--- src/core/flash_addr_defs.vh ---
// Purpose: Constants for flash block address decoding
// Assumes: 18-bit byte address from user fabric logic
// Notes: Field positions and organisation counts
`ifndef FLASH_ADDR_DEFS_VH
`define FLASH_ADDR_DEFS_VH

`define ADDR_W 18
`define SECTOR_HI 17
`define SECTOR_LO 12
`define PAGE_HI 11
`define PAGE_LO 7
`define BLOCK_HI 6
`define BLOCK_LO 4
`define BYTE_HI 3
`define BYTE_LO 0
`define AUX_BYTE_HI 1
`define AUX_BYTE_LO 0
`define SECTOR_W 6
`define PAGE_W 5
`define BLOCK_W 3
`define BYTE_W 4
`define NUM_SECTORS 64
`define PAGES_PER_SECTOR 32
`define BLOCKS_PER_PAGE 8
`define DATA_BLOCK_BYTES 16
`define AUX_BLOCK_BYTES 4
`define PROTECTED_SECTOR 6'h00
`define ZERO_PAGE 5'h00
`define ZERO_BLOCK 3'h0
`define ZERO_BYTE 4'h0
`define ZERO_AUX_HI 2'h0

`endif

--- src/core/flash_block_address_decode.v ---
// What this block does
// - Flash holds 64 sectors, each with 32 regular pages plus one spare page.
// - Each page has eight data blocks and one auxiliary block.
// - Data blocks carry sixteen bytes, the auxiliary block four bytes.
// - Address: sector 17:12, page 11:7, block 6:4, byte 3:0.
// - With spare page selected, page bits 11:7 are ignored.
// - With auxiliary block selected, bits 6:2 are ignored.
// - Writes to sector 0 spare page are refused with an error.
// - Reads of sector 0 spare page return all zero data.
//
// Purpose: Decode user requests into flash array coordinates
// Assumes: Inputs synchronous to ref_clk; one request per valid cycle
// Notes: All outputs registered; one cycle from request to decode
`timescale 1ns/100ps
`include "flash_addr_defs.vh"

module flash_block_address_decode #(
  parameter DATA_W = 8
) (
  input wire ref_clk,
  input wire sys_rst,
  input wire clk_en,
  input wire req_valid,
  input wire req_write,
  input wire [`ADDR_W-1:0] addr,
  input wire spare_page_select,
  input wire aux_block_select,
  input wire [DATA_W-1:0] array_rdata,
  output reg [`SECTOR_W-1:0] sector_q,
  output reg [`PAGE_W-1:0] page_q,
  output reg [`BLOCK_W-1:0] block_q,
  output reg [`BYTE_W-1:0] byte_q,
  output reg spare_q,
  output reg aux_q,
  output reg array_req_q,
  output reg array_write_q,
  output reg error_q,
  output reg done_q,
  output reg [DATA_W-1:0] rdata_q
);

  // ---------------------------------------------------------------
  // Field extraction
  // ---------------------------------------------------------------
  wire [`SECTOR_W-1:0] sector_d;
  wire [`PAGE_W-1:0] page_d;
  wire [`BLOCK_W-1:0] block_d;
  wire [`BYTE_W-1:0] byte_d;
  wire prot_hit;
  wire blocked_write;
  wire [DATA_W-1:0] rdata_d;
  reg zero_read_q;

  assign sector_d = addr[`SECTOR_HI:`SECTOR_LO];
  // Spare page has no page index, so the field is dropped
  assign page_d = spare_page_select ? `ZERO_PAGE : addr[`PAGE_HI:`PAGE_LO];
  // Auxiliary block overrides the data block index
  assign block_d = aux_block_select ? `ZERO_BLOCK : addr[`BLOCK_HI:`BLOCK_LO];
  // Four-byte auxiliary block uses only the low two byte bits
  assign byte_d = aux_block_select ?
    {`ZERO_AUX_HI, addr[`AUX_BYTE_HI:`AUX_BYTE_LO]} : addr[`BYTE_HI:`BYTE_LO];

  assign prot_hit = spare_page_select && (sector_d == `PROTECTED_SECTOR);
  assign blocked_write = req_valid && req_write && prot_hit;

  // ---------------------------------------------------------------
  // Decoded field registers
  // ---------------------------------------------------------------
  // Fields move only on an accepted request, so the array sees a
  // stable location between requests
  always @(posedge ref_clk)
  begin
    if (sys_rst)
    begin
      sector_q <= `PROTECTED_SECTOR;
    end
    else if (clk_en && req_valid)
    begin
      sector_q <= sector_d;
    end
  end

  always @(posedge ref_clk)
  begin
    if (sys_rst)
    begin
      page_q <= `ZERO_PAGE;
    end
    else if (clk_en && req_valid)
    begin
      page_q <= page_d;
    end
  end

  always @(posedge ref_clk)
  begin
    if (sys_rst)
    begin
      block_q <= `ZERO_BLOCK;
    end
    else if (clk_en && req_valid)
    begin
      block_q <= block_d;
    end
  end

  always @(posedge ref_clk)
  begin
    if (sys_rst)
    begin
      byte_q <= `ZERO_BYTE;
    end
    else if (clk_en && req_valid)
    begin
      byte_q <= byte_d;
    end
  end

  always @(posedge ref_clk)
  begin
    if (sys_rst)
    begin
      spare_q <= 1'b0;
    end
    else if (clk_en && req_valid)
    begin
      spare_q <= spare_page_select;
    end
  end

  always @(posedge ref_clk)
  begin
    if (sys_rst)
    begin
      aux_q <= 1'b0;
    end
    else if (clk_en && req_valid)
    begin
      aux_q <= aux_block_select;
    end
  end

  // ---------------------------------------------------------------
  // Handshake pulses
  // ---------------------------------------------------------------
  // Every accepted request is acknowledged, refused ones included
  always @(posedge ref_clk)
  begin
    if (sys_rst)
    begin
      done_q <= 1'b0;
    end
    else if (clk_en)
    begin
      done_q <= req_valid;
    end
  end

  always @(posedge ref_clk)
  begin
    if (sys_rst)
    begin
      error_q <= 1'b0;
    end
    else if (clk_en)
    begin
      error_q <= blocked_write;
    end
  end

  // Protected page never reaches the array, so stored data cannot leak
  always @(posedge ref_clk)
  begin
    if (sys_rst)
    begin
      array_req_q <= 1'b0;
    end
    else if (clk_en)
    begin
      array_req_q <= req_valid && !prot_hit;
    end
  end

  always @(posedge ref_clk)
  begin
    if (sys_rst)
    begin
      array_write_q <= 1'b0;
    end
    else if (clk_en)
    begin
      array_write_q <= req_valid && req_write && !prot_hit;
    end
  end

  // ---------------------------------------------------------------
  // Protected page read
  // ---------------------------------------------------------------
  // Marks the cycle whose array data must be replaced by zeroes
  always @(posedge ref_clk)
  begin
    if (sys_rst)
    begin
      zero_read_q <= 1'b0;
    end
    else if (clk_en)
    begin
      zero_read_q <= req_valid && !req_write && prot_hit;
    end
  end

  // ---------------------------------------------------------------
  // Read data return
  // ---------------------------------------------------------------
  flash_zero_mux #(
    .DATA_W(DATA_W)
  ) u_zero (
    .din(array_rdata),
    .force_zero(zero_read_q),
    .dout(rdata_d)
  );

  always @(posedge ref_clk)
  begin
    if (sys_rst)
      rdata_q <= {DATA_W{1'b0}};
    else if (clk_en)
      rdata_q <= rdata_d;
  end

endmodule // flash_block_address_decode

--- src/core/flash_zero_mux.v ---
// Purpose: Per-bit forcing of read data to zero
// Assumes: Combinational, used inside the decode top
// Notes: One generate loop over the data bits
`timescale 1ns/100ps

module flash_zero_mux #(
  parameter DATA_W = 8
) (
  input wire [DATA_W-1:0] din,
  input wire force_zero,
  output wire [DATA_W-1:0] dout
);

  genvar i;
  generate
    for (i = 0; i < DATA_W; i = i + 1)
    begin : g_bit
      assign dout[i] = din[i] & ~force_zero;
    end
  endgenerate

endmodule // flash_zero_mux

--- config.mk ---
export PLATFORM = sky130hd
export DESIGN_NAME = flash_block_address_decode
export DESIGN_NICKNAME = d
export VERILOG_FILES = /design/src/core/flash_block_address_decode.v /design/src/core/flash_zero_mux.v
export VERILOG_INCLUDE_DIRS = /design/src /design/src/core
export SDC_FILE = /design/constraint.sdc
export NUM_CORES = 1
export LEC_CHECK = 0
export BUFFER_PORTS_ARGS = -buffer_cell sky130_fd_sc_hd__buf_2
export CORE_ASPECT_RATIO = 1.25
export CORE_MARGIN = 1
export CORE_UTILIZATION = 30
export DETAILED_ROUTE_END_ITERATION = 16
export GPL_TIMING_DRIVEN = 1
export PLACE_DENSITY = 0.63
export SETUP_SLACK_MARGIN = 0.2
export SYNTH_ARGS = -nofsm -noshare
export SYNTH_HDL_FRONTEND = slang
export SYNTH_HIERARCHICAL = 1
export SYNTH_SLANG_ARGS = --single-unit
export TNS_END_PERCENT = 30
--- constraint.sdc ---
create_clock -name ref_clk -period 1.4 [get_ports ref_clk]
set_clock_uncertainty 0.2 [all_clocks]
set_input_delay 0.21 -clock ref_clk [delete_from_list [all_inputs] [get_ports ref_clk]]
set_output_delay 0.21 -clock ref_clk [all_outputs]
set_load 0.02 [all_outputs]
======== Yosys cells after proc, flatten, opt, wreduce, memory -nomap -nowiden ========
Cells that the tools add are included.
storage, ports and cells
  register bits ........................... 33
  latch bits .............................. 0
  memory bits (writable) .................. 0
  memory bits (read-only) ................. 0
  input bits .............................. 33
  output and inout port bits .............. 32
  logic and storage cells ................. 35
  memories kept ........................... 0
cells by class
  $add $sub $neg .......................... 0
  $mul .................................... 0
  div/mod/pow operators ................... 0
  order comparisons ....................... 0
  eq/ne operators ......................... 0
  shift-type cells ........................ 0
  mux-type cells .......................... 3
  bitwise gates (word level) .............. 9
  reduce and logical (&&, ||, !) cells .... 11
operators with widths
  cell               number
  1-bit bitwise AND  8
  1-bit logical AND  8
  6-bit logical NOT  1
  5-bit two-way mux  1
  4-bit two-way mux  1
  3-bit two-way mux  1
  1-bit logical NOT  2
  1-bit inverter     1

======== Longest topological paths before layout ========
Gate-level depths: netlist (run 1).
  word-level depth ........................ 4
  gate-level depth with buffers ........... 4
  gate-level depth less buffers ........... 3

======== By module ========
The synthesis (run 1) kept the hierarchy.
modules (own cells, without submodules)
  module                      times used  cells an instance  area each (µm²)  sequential area each (µm²)
  flash_block_address_decode  1           135                1233.7           660.6
  flash_zero_mux              1           8                  50.0             0.0

======== Least setup slack after synthesis (run 1) ========
Ideal clock, no wire load.
  kind .................................... input-to-reg
  start ................................... input addr[13]
  end ..................................... register array_write_q
  library setup time ...................... 0.117 ns
  data arrival time ....................... 0.874 ns
  setup slack ............................. 0.208 ns
  cell stages on the path ................. 3
  path through ............................ nor4_4 -> nand3_2 -> a32o_2
on the way
  cells in the longest elaborated chain, start to end .. 4
ends and longest elaborated chain
  what                                RTL line                          source
  from (decl)                         flash_block_address_decode.v:25   input wire [`ADDR_W-1:0] addr,
  6-bit logical NOT (no source line)  n/a
  1-bit logical AND                   flash_block_address_decode.v:63   assign prot_hit = spare_page_select && (sector_d == `PROTECTED_SECTOR);
  1-bit logical NOT                   flash_block_address_decode.v:192  array_write_q <= req_valid && req_write && !prot_hit;
  1-bit logical AND                   flash_block_address_decode.v:192
  to (signal assigned)                flash_block_address_decode.v:192
  to (decl)                           flash_block_address_decode.v:36   output reg array_write_q,
Every way passes these cells.
A chain may end at the register's enable or synchronous reset.

======== Final worst setup path (run 1) ========
  start ................................... register rdata_q[0]
  end ..................................... output rdata_q[0]
RTL lines
  what                    RTL line                          source
  from (decl)             flash_block_address_decode.v:39   output reg [DATA_W-1:0] rdata_q
  from (signal assigned)  flash_block_address_decode.v:226  rdata_q <= {DATA_W{1'b0}};
  from (signal assigned)  flash_block_address_decode.v:228  rdata_q <= rdata_d;
No word-level cell between the ends.

==> out/qor.txt, run 1 <==
=======================================================================================
Yosys warning total ......................................................            6
Number of violations reported at the end of detailed-routing iteration 0 .           35
Post-CTS Setup Bufs ......................................................            0
Worst hold path depth ....................................................            2
Initial Util .............................................................        31.3%
Global-route wire length before repair ...................................      4.73 mm
Area of the die ..........................................................  0.00455 mm2
Routed wirelength normalized by instance count ...........................      10.7 um
Status ................................................................... finished with violations
Inserted Clock Buffers ...................................................            5
Tcrit/Tclk final .........................................................        85.2%
Number of nets in the layout .............................................          260
Failing checks ........................................................... negative hold slack
Worst path buffer plus inverter count ....................................            1
Via density ..............................................................         4.43
Instance count on the critical path ......................................            1
Worst hold-check path type ............................................... primary input to flop
Count of cells along the worst register-to-register path .................            3
Critical path class ...................................................... flop to primary output
Buffer depth of the longest clock path ...................................            2
Final Hold Violating Endpoints ...........................................            1
Met3 track demand over resource in global routing ........................        6.53%
Worst Setup Slack, final .................................................       207 ps
Post-synthesis instance area .............................................  0.00128 mm2
Number of maximum-capacitance violations .................................            0
Vias in the first global route ...........................................         1118
Setup repair after global routing missed its margin ......................          yes
Total area of multi-input combinational cells ............................      578 um2
Area used by sequential logic in the layout ..............................      669 um2
# diodes .................................................................            0
Hold slack ...............................................................     -48.4 ps
Maximum clock frequency ..................................................      838 MHz
Number of detailed-route iterations in the first pass ....................            4
Residual overflow from global routing ....................................            0
Flip-flop and latch count after synthesis ................................           33
Max rail drop VDD ........................................................       548 uV
Clk_lat worst skew .......................................................       280 ps
Vertical extent of the die ...............................................      75.1 um
Placement Setup Slack ....................................................      18.6 ps
Die width ................................................................      60.5 um
Met2 usage ...............................................................        22.2%
Kind of cell adding the most delay to the critical path ..................   flip-flops
Cell at the root of the clock tree .......................................     clkbuf_8
Met1 Usage GRT ...........................................................        16.4%
Antenna violations before repair .........................................            0
Netlist cell types .......................................................           18
Pin count of the biggest net entering global routing .....................           21
Actual slew at the worst max-slew pin ....................................       290 ps
Port Buffers .............................................................           64
Slew HR ..................................................................        80.7%
Endpoint required time on the critical path ..............................       990 ps
Leakage power total ......................................................     0.919 nW
Kind of start point of the critical path .................................         flop
Number of core rows ......................................................           26
DPL Wire Length ..........................................................      2.18 mm
Cell-by-cell listing of the critical path ................................        buf_2
Clock transition at path regs ............................................        70 ps
Placed Area ..............................................................  0.00169 mm2
CP peak stage delay ......................................................       340 ps
Worst EP arrival .........................................................       780 ps
Post-synthesis sequential area ratio .....................................        51.5%
Total number of vias .....................................................         1257
Post-route ant nets ......................................................            0
Layout cells sized above 1 ...............................................        39.0%
GRT busiest layer ........................................................         met2
Final Setup Violations ...................................................            0
Slowest cell on the critical path ........................................      dfxtp_1
Global routing usage summed across all routing layers ....................        14.0%
Number of filler instances in the final layout ...........................          417
Number of nets in the synthesized netlist ................................          176
Gate Count Post-Synth ....................................................          143
Count of pins over their slew limit ......................................            0
Deepest level of the CTS H-tree ..........................................            2
Setup_tns ................................................................         0 ps
IO Count .................................................................           65
DR DRC count .............................................................            0
Top fanout value on the critical path ....................................            2
Total power density per cell area ........................................  1010 mW/mm2
Crit end category ........................................................ primary output
Post-cts hold buffer count ...............................................           16
Floorplan core area ......................................................  0.00410 mm2
# clock sinks ............................................................           33
Mapped Avg Cell Area .....................................................     8.98 um2
Aggregate routed wire length .............................................      3.05 mm
Area growth syn-to-layout ................................................        53.3%
Final Critical Period ....................................................      1190 ps
CTS tree .................................................................         done
Final design area excluding fillers ......................................  0.00197 mm2
Final weighted congestion in routability-driven placement ................        0.696
=======================================================================================
==> logic make-up (layout without fill, tap and decap cells) <==
| logic type | after synthesis | after routing | share of synthesized area, % |
|---|---|---|---|
| muxes | 8 | 8 | 6.24 |
| DFF | 33 | 33 | 51.5 |
| AOI/OAI and AO/OA | 25 | 25 | 12.2 |
| and+or+nand+nor | 67 | 67 | 26.6 |
| buffers and inverters | 10 | 95 | 3.51 |
==> final cells by class <==
cell class / count / share of cell area, %
Sequential cell: 33 / 34.0
Multi-Input combinational cell: 100 / 29.4
Timing Repair Buffer: 86 / 28.7
Clock buffer: 6 / 3.69
Tap cell: 56 / 3.56
Clock inverter: 2 / 0.509
Inverter: 1 / 0.191
==> path summary, 6_finish.rpt <==
kind                                                  to  slack, ps                startpoint
worst min-delay path            zero_read_q$_SDFFE_PP0P_        -50                 req_write
worst max register to register   rdata_q[5]$_SDFFE_PP0P_        330  zero_read_q$_SDFFE_PP0P_
worst min register to register    byte_q[2]$_SDFFE_PP0P_        250    byte_q[2]$_SDFFE_PP0P_
worst max-delay path                          rdata_q[0]        210   rdata_q[0]$_SDFFE_PP0P_
==> cell usage in the layout (no fill, tap or decap), drive strengths merged <==
cell	n
a21o	1
a21oi	21
a32o	1
and2	1
buf	70
clkbuf	6
clkinv	2
dfxtp	33
dlygate4sd3	16
inv	1
mux2i	8
nand2	33
nand2b	1
nand3	1
nand3b	10
nor2	11
nor2b	8
nor3b	1
nor4	1
o41ai	2
==> synth_stat cells <==
cell type	instances	area share, %
nor2b_1	8	3.9
mux2i_1	8	6.2
nor4_4	1	1.7
nand2b_1	1	0.49
nor2_1	11	3.2
nand3b_1	10	5.8
dfxtp_1	33	51
inv_1	1	0.29
and2_1	1	0.49
a21o_1	1	0.59
clkbuf_1	3	0.88
nor3b_1	1	0.59
nand2_1	33	9.6
a32o_2	1	0.88
a21oi_1	21	8.2
o41ai_2	2	2.5
nand3_2	1	0.78
buf_2	6	2.3
==> routing by layer <==
layer	share of wire (%)	vias to the layer above	wire length (um)
li1	-	641	-
met1	44	553	1340
met2	45	56	1380
met3	9.3	7	285
met4	1.5	0	45
met5	0	-	0
==> where the power goes <==
part / internal (mW) / switching [mW]
Clock: 0.344 / 0.326
Sequential: 0.981 / 0.0184
Combinational: 0.152 / 0.160
Total: 1.48 / 0.504
==> flip-flops by register name, summed over array words and instances (netlist names) <==
name           flops
aux_q              1
zero_read_q        1
page_q             5
done_q             1
error_q            1
sector_q           6
array_req_q        1
array_write_q      1
byte_q             4
block_q            3
spare_q            1
rdata_q            8
==> metrics by stage <==
| stage | util, % | total power [mW] | std cells |
|---|---|---|---|
| final | 48.0 | 1.98 | 284 |
| after global routing | 48.0 | 2.08 | 284 |
| after CTS | 47.3 | 2.01 | 284 |
| after detailed placement | 41.2 | 1.29 | 260 |
| after global placement | 41.2 | 1.29 | 260 |
| after floorplan | - | 1.17 | 143 |
==> timing repair <==
| action | 4_1_cts | 5_1_grt |
|---|---|---|
| endpoints found under the setup margin | 8 | 29 |
| gates resized for setup | 2 | 15 |
| hold endpoints to repair | 17 | 1 |
No activity file was read; power rests on OpenSTA's default activity.
==> inputs of run 2 (changes only) <==
- clock period: 1.4 -> 1.2 ns (I/O delays scaled with it)
==> run 2 against run 1 <==
Effect of this change:
- the flow still finishes with violations (negative hold slack)
- combinational power rose by 37%
- worst setup slack got worse by 140 ps
- clock-buffer cell count rose by 1
- sequential share of layout area fell by 3.0 points
- wire length rose by 17%
- clock power rose by 60%
- critical endpoint is now rdata_q[1]
==> out/qor.txt, run 2 (synthesis results as in run 1) <==
=======================================================================================
Status ................................................................... finished with violations
Failing checks ........................................................... negative hold slack
Total instance count after detailed placement ............................          261
Setup_tns ................................................................         0 ps
Inserted Clock Buffers ...................................................            5
IO Count .................................................................           65
Worst path buffer plus inverter count ....................................            1
Total power of the final layout ..........................................      2.68 mW
Global routing usage summed across all routing layers ....................        16.7%
End of the critical path .................................................   rdata_q[1]
Reg-to-reg setup timing slack ............................................       160 ps
Max rail drop VDD ........................................................       819 uV
DPL Wire Length ..........................................................      2.18 mm
Buffer depth of the longest clock path ...................................            2
Antenna violations before repair .........................................            0
Endpoint of the lowest-slack register-to-register path ................... rdata_q[5]$_SDFFE_PP0P_
Critical path class ...................................................... flop to primary output
Kind of cell adding the most delay to the critical path ..................   flip-flops
Tcrit/Tclk final .........................................................        94.0%
Post-route ant nets ......................................................            0
Number of detailed-route iterations in the first pass ....................            4
Count of pins over their slew limit ......................................            0
Vertical extent of the die ...............................................      75.1 um
# diodes .................................................................            0
Worst R2R Start .......................................................... zero_read_q$_SDFFE_PP0P_
Total power density per cell area ........................................  1180 mW/mm2
Clk_lat worst skew .......................................................       280 ps
Initial Util .............................................................        31.3%
Crit end category ........................................................ primary output
Flip-flop count of the largest register after layout .....................            8
Hold slack ...............................................................     -83.3 ps
Slowest cell on the critical path ........................................      dfxtp_2
Vias in the first global route ...........................................         1249
Pin count of the biggest net entering global routing .....................           21
Final Critical Period ....................................................      1130 ps
Final design area excluding fillers ......................................  0.00227 mm2
Maximum clock frequency ..................................................      886 MHz
Biggest register .........................................................      rdata_q
Utilization after layout .................................................        55.5%
Final weighted congestion in routability-driven placement ................        0.662
Worst setup path start ................................................... rdata_q[1]$_SDFFE_PP0P_
Actual slew at the worst max-slew pin ....................................       255 ps
Aggregate routed wire length .............................................      3.57 mm
Deepest level of the CTS H-tree ..........................................            2
Number of core rows ......................................................           26
Number of violations reported at the end of detailed-routing iteration 0 .           46
Residual overflow from global routing ....................................            0
Global-route wire length before repair ...................................      5.50 mm
Area of the die ..........................................................  0.00455 mm2
Largest registers ........................................................ rdata_q: 8 flops, sector_q: 6 flops, page_q: 5 flops
Kind of start point of the critical path .................................         flop
DR DRC count .............................................................            0
Routed wirelength normalized by instance count ...........................      12.3 um
Placement Setup Slack ....................................................      -137 ps
Via density ..............................................................         4.40
Worst EP arrival .........................................................       750 ps
Final Hold Violating Endpoints ...........................................            4
Endpoint required time on the critical path ..............................       820 ps
Final Setup Violations ...................................................            0
CP peak stage delay ......................................................       350 ps
Clock transition at path regs ............................................        70 ps
Worst hold-check path type ............................................... primary input to flop
# clock sinks ............................................................           33
Port Buffers .............................................................           64
Setup repair after global routing missed its margin ......................          yes
Cell-by-cell listing of the critical path ................................        buf_6
Slew HR ..................................................................        83.0%
Number of nets in the layout .............................................          267
Area growth syn-to-layout ................................................        77.2%
Placed Area ..............................................................  0.00170 mm2
Top fanout value on the critical path ....................................            2
Instance count on the critical path ......................................            1
Post-cts hold buffer count ...............................................           19
Total number of vias .....................................................         1280
Leakage power total ......................................................      1.00 nW
Worst Setup Slack, final .................................................      71.7 ps
CTS tree .................................................................         done
Most used cells in the layout excluding fill and tap cells ............... 33 x nand2_1, 33 x buf_6, 32 x dfxtp_2, 32 x buf_2, 21 x a21oi_1
Count of cells along the worst register-to-register path .................            4
Post-route non-filler standard cell count ................................          291
Layout cells sized above 1 ...............................................        50.6%
Die width ................................................................      60.5 um
Cell at the root of the clock tree .......................................     clkbuf_8
Number of maximum-capacitance violations .................................            0
Number of filler instances in the final layout ...........................          379
Floorplan core area ......................................................  0.00410 mm2
=======================================================================================
-- run 2: cell types whose count changed in the layout (fill, tap and decap cells not counted), sizes merged --
cell         previous run  this run
buf                    70        74
bufinv                  0         1
clkbuf                  6         7
clkinv                  2         0
dlygate4sd3            16        19
-- run 2: layer usage --
metal | global-route usage [%] | vias to the layer above | wire length (um)
li1 | - | 654 | -
met1 | 16.3 | 567 | 1450
met2 | 29.5 | 52 | 1750
met3 | 8.25 | 7 | 314
met4 | 7.32 | 0 | 56
met5 | 0 | - | 0
-- run 2: power breakdown --
part,switching (mW),internal [mW],leakage [nW]
Combinational,0.194,0.232,0.662
Clock,0.392,0.677,0.0585
Sequential,0.0330,1.15,0.284
Total,0.619,2.06,1.00
-- run 2: what timing repair did --
action                                 4_1_cts  5_1_grt
buffers inserted                             0        3
endpoints found under the hold margin       23        2
pin swaps                                    0        1
gates resized for setup                     90       11
setup endpoints to repair                   41       55
-- run 2: how the worst min path moves through the flow --
stage	start	endpoint	slack, ps	depth (start not counted)
after floorplan	req_write	zero_read_q$_SDFFE_PP0P_	80	1
after global placement	addr[1]	byte_q[1]$_SDFFE_PP0P_	220	3
after detailed placement	addr[0]	byte_q[0]$_SDFFE_PP0P_	230	3
after CTS	req_write	zero_read_q$_SDFFE_PP0P_	-80	2
after global routing	req_write	zero_read_q$_SDFFE_PP0P_	-90	2
final	req_write	zero_read_q$_SDFFE_PP0P_	-80	2
-- run 2: cell type report --
cell class / instances / area, um2 / area share [%]
multi-input combinational: 100 / 578 / 25.4
tap: 56 / 70.1 / 3.08
sequential: 33 / 704 / 31.0
timing repair buffer: 93 / 802 / 35.3
clock buffer: 7 / 86.3 / 3.80
inverter: 1 / 3.75 / 0.165
clock inverter: 1 / 30.0 / 1.32
==> inputs of run 3 (changes only) <==
- ABC_AREA: unset -> 1
- SETUP_SLACK_MARGIN: 0.2 -> unset
==> run 3 against run 2 <==
Effect of this change:
- the flow now finishes without violations
- area after synthesis decreased by 0.97%
- utilization decreased by 4.8 points
- cell count increased by 4.1%
- sequential share of layout area increased by 1.3 points
- register-to-register slack improved by 20 ps
- largest power group is now clock
==> out/qor.txt, run 3 <==
=======================================================================================
Worst hold path depth ....................................................            5
Cell at the root of the clock tree .......................................     clkbuf_8
Via density ..............................................................         4.34
Global routing usage summed across all routing layers ....................        15.2%
Final Critical Period ....................................................      1170 ps
Area of the die ..........................................................  0.00450 mm2
Port Buffers .............................................................           64
Final Setup Violations ...................................................            0
Number of enable-type register cells in the synthesized netlist ..........            0
DPL Wire Length ..........................................................      2.11 mm
Count of cells along the worst register-to-register path .................            3
Vias in the first global route ...........................................         1208
Final design area excluding fillers ......................................  0.00206 mm2
DR DRC count .............................................................            0
Leakage power total ......................................................     0.991 nW
Area share of the largest cell type after synthesis ......................        52.0%
Pin count of the biggest net entering global routing .....................           34
Count of pins over their slew limit ......................................            0
Routed wirelength normalized by instance count ...........................      10.7 um
Placed Area ..............................................................  0.00167 mm2
Post-synthesis instance area .............................................  0.00127 mm2
Initial Util .............................................................        31.3%
Slowest cell on the critical path ........................................      dfxtp_1
Instance count on the critical path ......................................            1
Yosys warning total ......................................................            6
Biggest register .........................................................      rdata_q
Flip-flop count of the largest register after layout .....................            8
Residual overflow from global routing ....................................            0
Leading register cell type out of synthesis ..............................      dfxtp_1
Number of nets in the layout .............................................          279
Actual slew at the worst max-slew pin ....................................       301 ps
# clock sinks ............................................................           33
Maximum clock frequency ..................................................      852 MHz
Utilization after layout .................................................        50.6%
Buffer depth of the longest clock path ...................................            2
Slew HR ..................................................................        79.9%
Die width ................................................................      60.2 um
Most common cell after layout, fill and taps aside .......................        buf_2
Clk_lat worst skew .......................................................       290 ps
Clock transition at path regs ............................................        70 ps
# diodes .................................................................            0
Largest registers ........................................................ rdata_q: 8 flops, sector_q: 6 flops, page_q: 5 flops
Leading cell types by total area after synthesis ......................... dfxtp_1 52%, nand2_1 9.7%, nor2_1 8.3%, a21oi_1 6.3%, a22oi_1 5.9%
Most common library cells after synthesis ................................ 33 x dfxtp_1, 33 x nand2_1, 28 x nor2_1
Number of violations reported at the end of detailed-routing iteration 0 .           54
Netlist cell types .......................................................           18
Kind of cell adding the most delay to the critical path ..................   flip-flops
Post-synthesis sequential area ratio .....................................        52.0%
Number of detailed-route iterations in the first pass ....................            4
Number of nets in the synthesized netlist ................................          190
Deepest level of the CTS H-tree ..........................................            2
Gate Count Post-Synth ....................................................          157
CTS tree .................................................................         done
Kind of start point of the critical path .................................         flop
Mapped Avg Cell Area .....................................................     8.10 um2
Status ................................................................... finished clean
Critical path class ...................................................... flop to primary output
Total power density per cell area ........................................  1370 mW/mm2
Total number of vias .....................................................         1315
Max rail drop VDD ........................................................       599 uV
Flip-flop and latch count after synthesis ................................           33
Number of core rows ......................................................           26
Area growth syn-to-layout ................................................        62.0%
Cell-by-cell listing of the critical path ................................        buf_4
Share of flip-flops with an asynchronous set or reset after synthesis ....           0%
IO Count .................................................................           65
Worst EP arrival .........................................................       790 ps
Tcrit/Tclk final .........................................................        97.8%
CP peak stage delay ......................................................       350 ps
Antenna violations before repair .........................................            0
Number of maximum-capacitance violations .................................            0
Worst path buffer plus inverter count ....................................            1
Inserted Clock Buffers ...................................................            5
Most used cells in the layout excluding fill and tap cells ............... 44 x buf_2, 33 x nand2_1, 30 x dfxtp_1, 28 x nor2_1, 26 x buf_4
Worst hold-check path type ............................................... primary input to flop
Setup repair after global routing missed its margin ......................          yes
Total power of the final layout ..........................................      2.81 mW
Floorplan core area ......................................................  0.00407 mm2
Vertical extent of the die ...............................................      74.8 um
Endpoint required time on the critical path ..............................       820 ps
Layout cells sized above 1 ...............................................        35.6%
Final Hold Violating Endpoints ...........................................            0
Top fanout value on the critical path ....................................            2
Post-route ant nets ......................................................            0
Aggregate routed wire length .............................................      3.24 mm
Global-route wire length before repair ...................................      4.94 mm
Crit end category ........................................................ primary output
Final weighted congestion in routability-driven placement ................        0.672
Dominant cell type by area after synthesis ...............................      dfxtp_1
=======================================================================================
==> run 3: cell count changes in the layout (fill, tap and decap cells not counted), sizes merged, moves of 2 or more <==
| cell | change |
|---|---|
| inv | +14 |
| nand3b | -9 |
| clkbuf | -2 |
| nor2 | +19 |
| o41ai | -2 |
| a21oi | -5 |
| buf | -3 |
| a211oi | +5 |
| nor2b | -8 |
| a22oi | +10 |
| nor3 | +2 |
| mux2i | -8 |
==> run 3: worst paths after layout <==
check	startpoint	to	slack, ps
max reg2reg	zero_read_q$_SDFFE_PP0P_	rdata_q[1]$_SDFFE_PP0P_	180
min	array_rdata[4]	rdata_q[4]$_SDFFE_PP0P_	4
max	rdata_q[1]$_SDFFE_PP0P_	rdata_q[1]	30
min reg2reg	rdata_q[6]$_SDFFE_PP0P_	rdata_q[6]$_SDFFE_PP0P_	250
==> run 3: cells by family (layout without fill, tap and decap cells) <==
kind of cell    after synthesis  after routing  synth area share, %
compound gates               31             31                 15.2
simple gates                 69             69                 23.5
buf+inv                      24            114                 9.35
flops                        33             33                 52.0
==> run 3: cell type report <==
class | count | area (um2)
clock buffers | 5 | 68.8
multi-input cells | 100 | 497
well taps | 56 | 70.1
repair buffers | 91 | 636
inverters | 15 | 58.8
clock inverters | 3 | 65.1
fillers | 398 | 2010
flip-flops and latches | 33 | 664
==> run 3: per-layer routing <==
metal / vias to the layer above / routed length (um) / GRT usage [%]
met4: 0 / 89 / 10.6
met2: 48 / 1580 / 24.8
met1: 576 / 1320 / 16.3
met3: 8 / 250 / 5.15
met5: - / 0 / 0
li1: 683 / - / -
==> run 3: where the power goes <==
group	switching [mW]	internal, mW	leakage (nW)
Combinational	0.208	0.194	0.651
Clock	0.415	0.825	0.0681
Sequential	0.0245	1.15	0.271
Total	0.647	2.17	0.991
==> run 3: repair_timing <==
action                                  CTS  global route
resized for setup                         2            22
setup buffers                             0             0
hold buffers                             20             0
endpoints found under the hold margin    20             0
endpoints found under the setup margin    2            22
==> run 3: per-stage QoR <==
step                      TNS [ps]  instances  hold WS [ps]  setup slack [ps]
final                            0        303          4.43              27.0
after global routing         -15.5        303         0.399             -9.15
after CTS                        0        303         0.773              14.9
after detailed placement         0        275           227              3.99
after global placement           0        275           217              33.1
after floorplan                  0        157           123               110
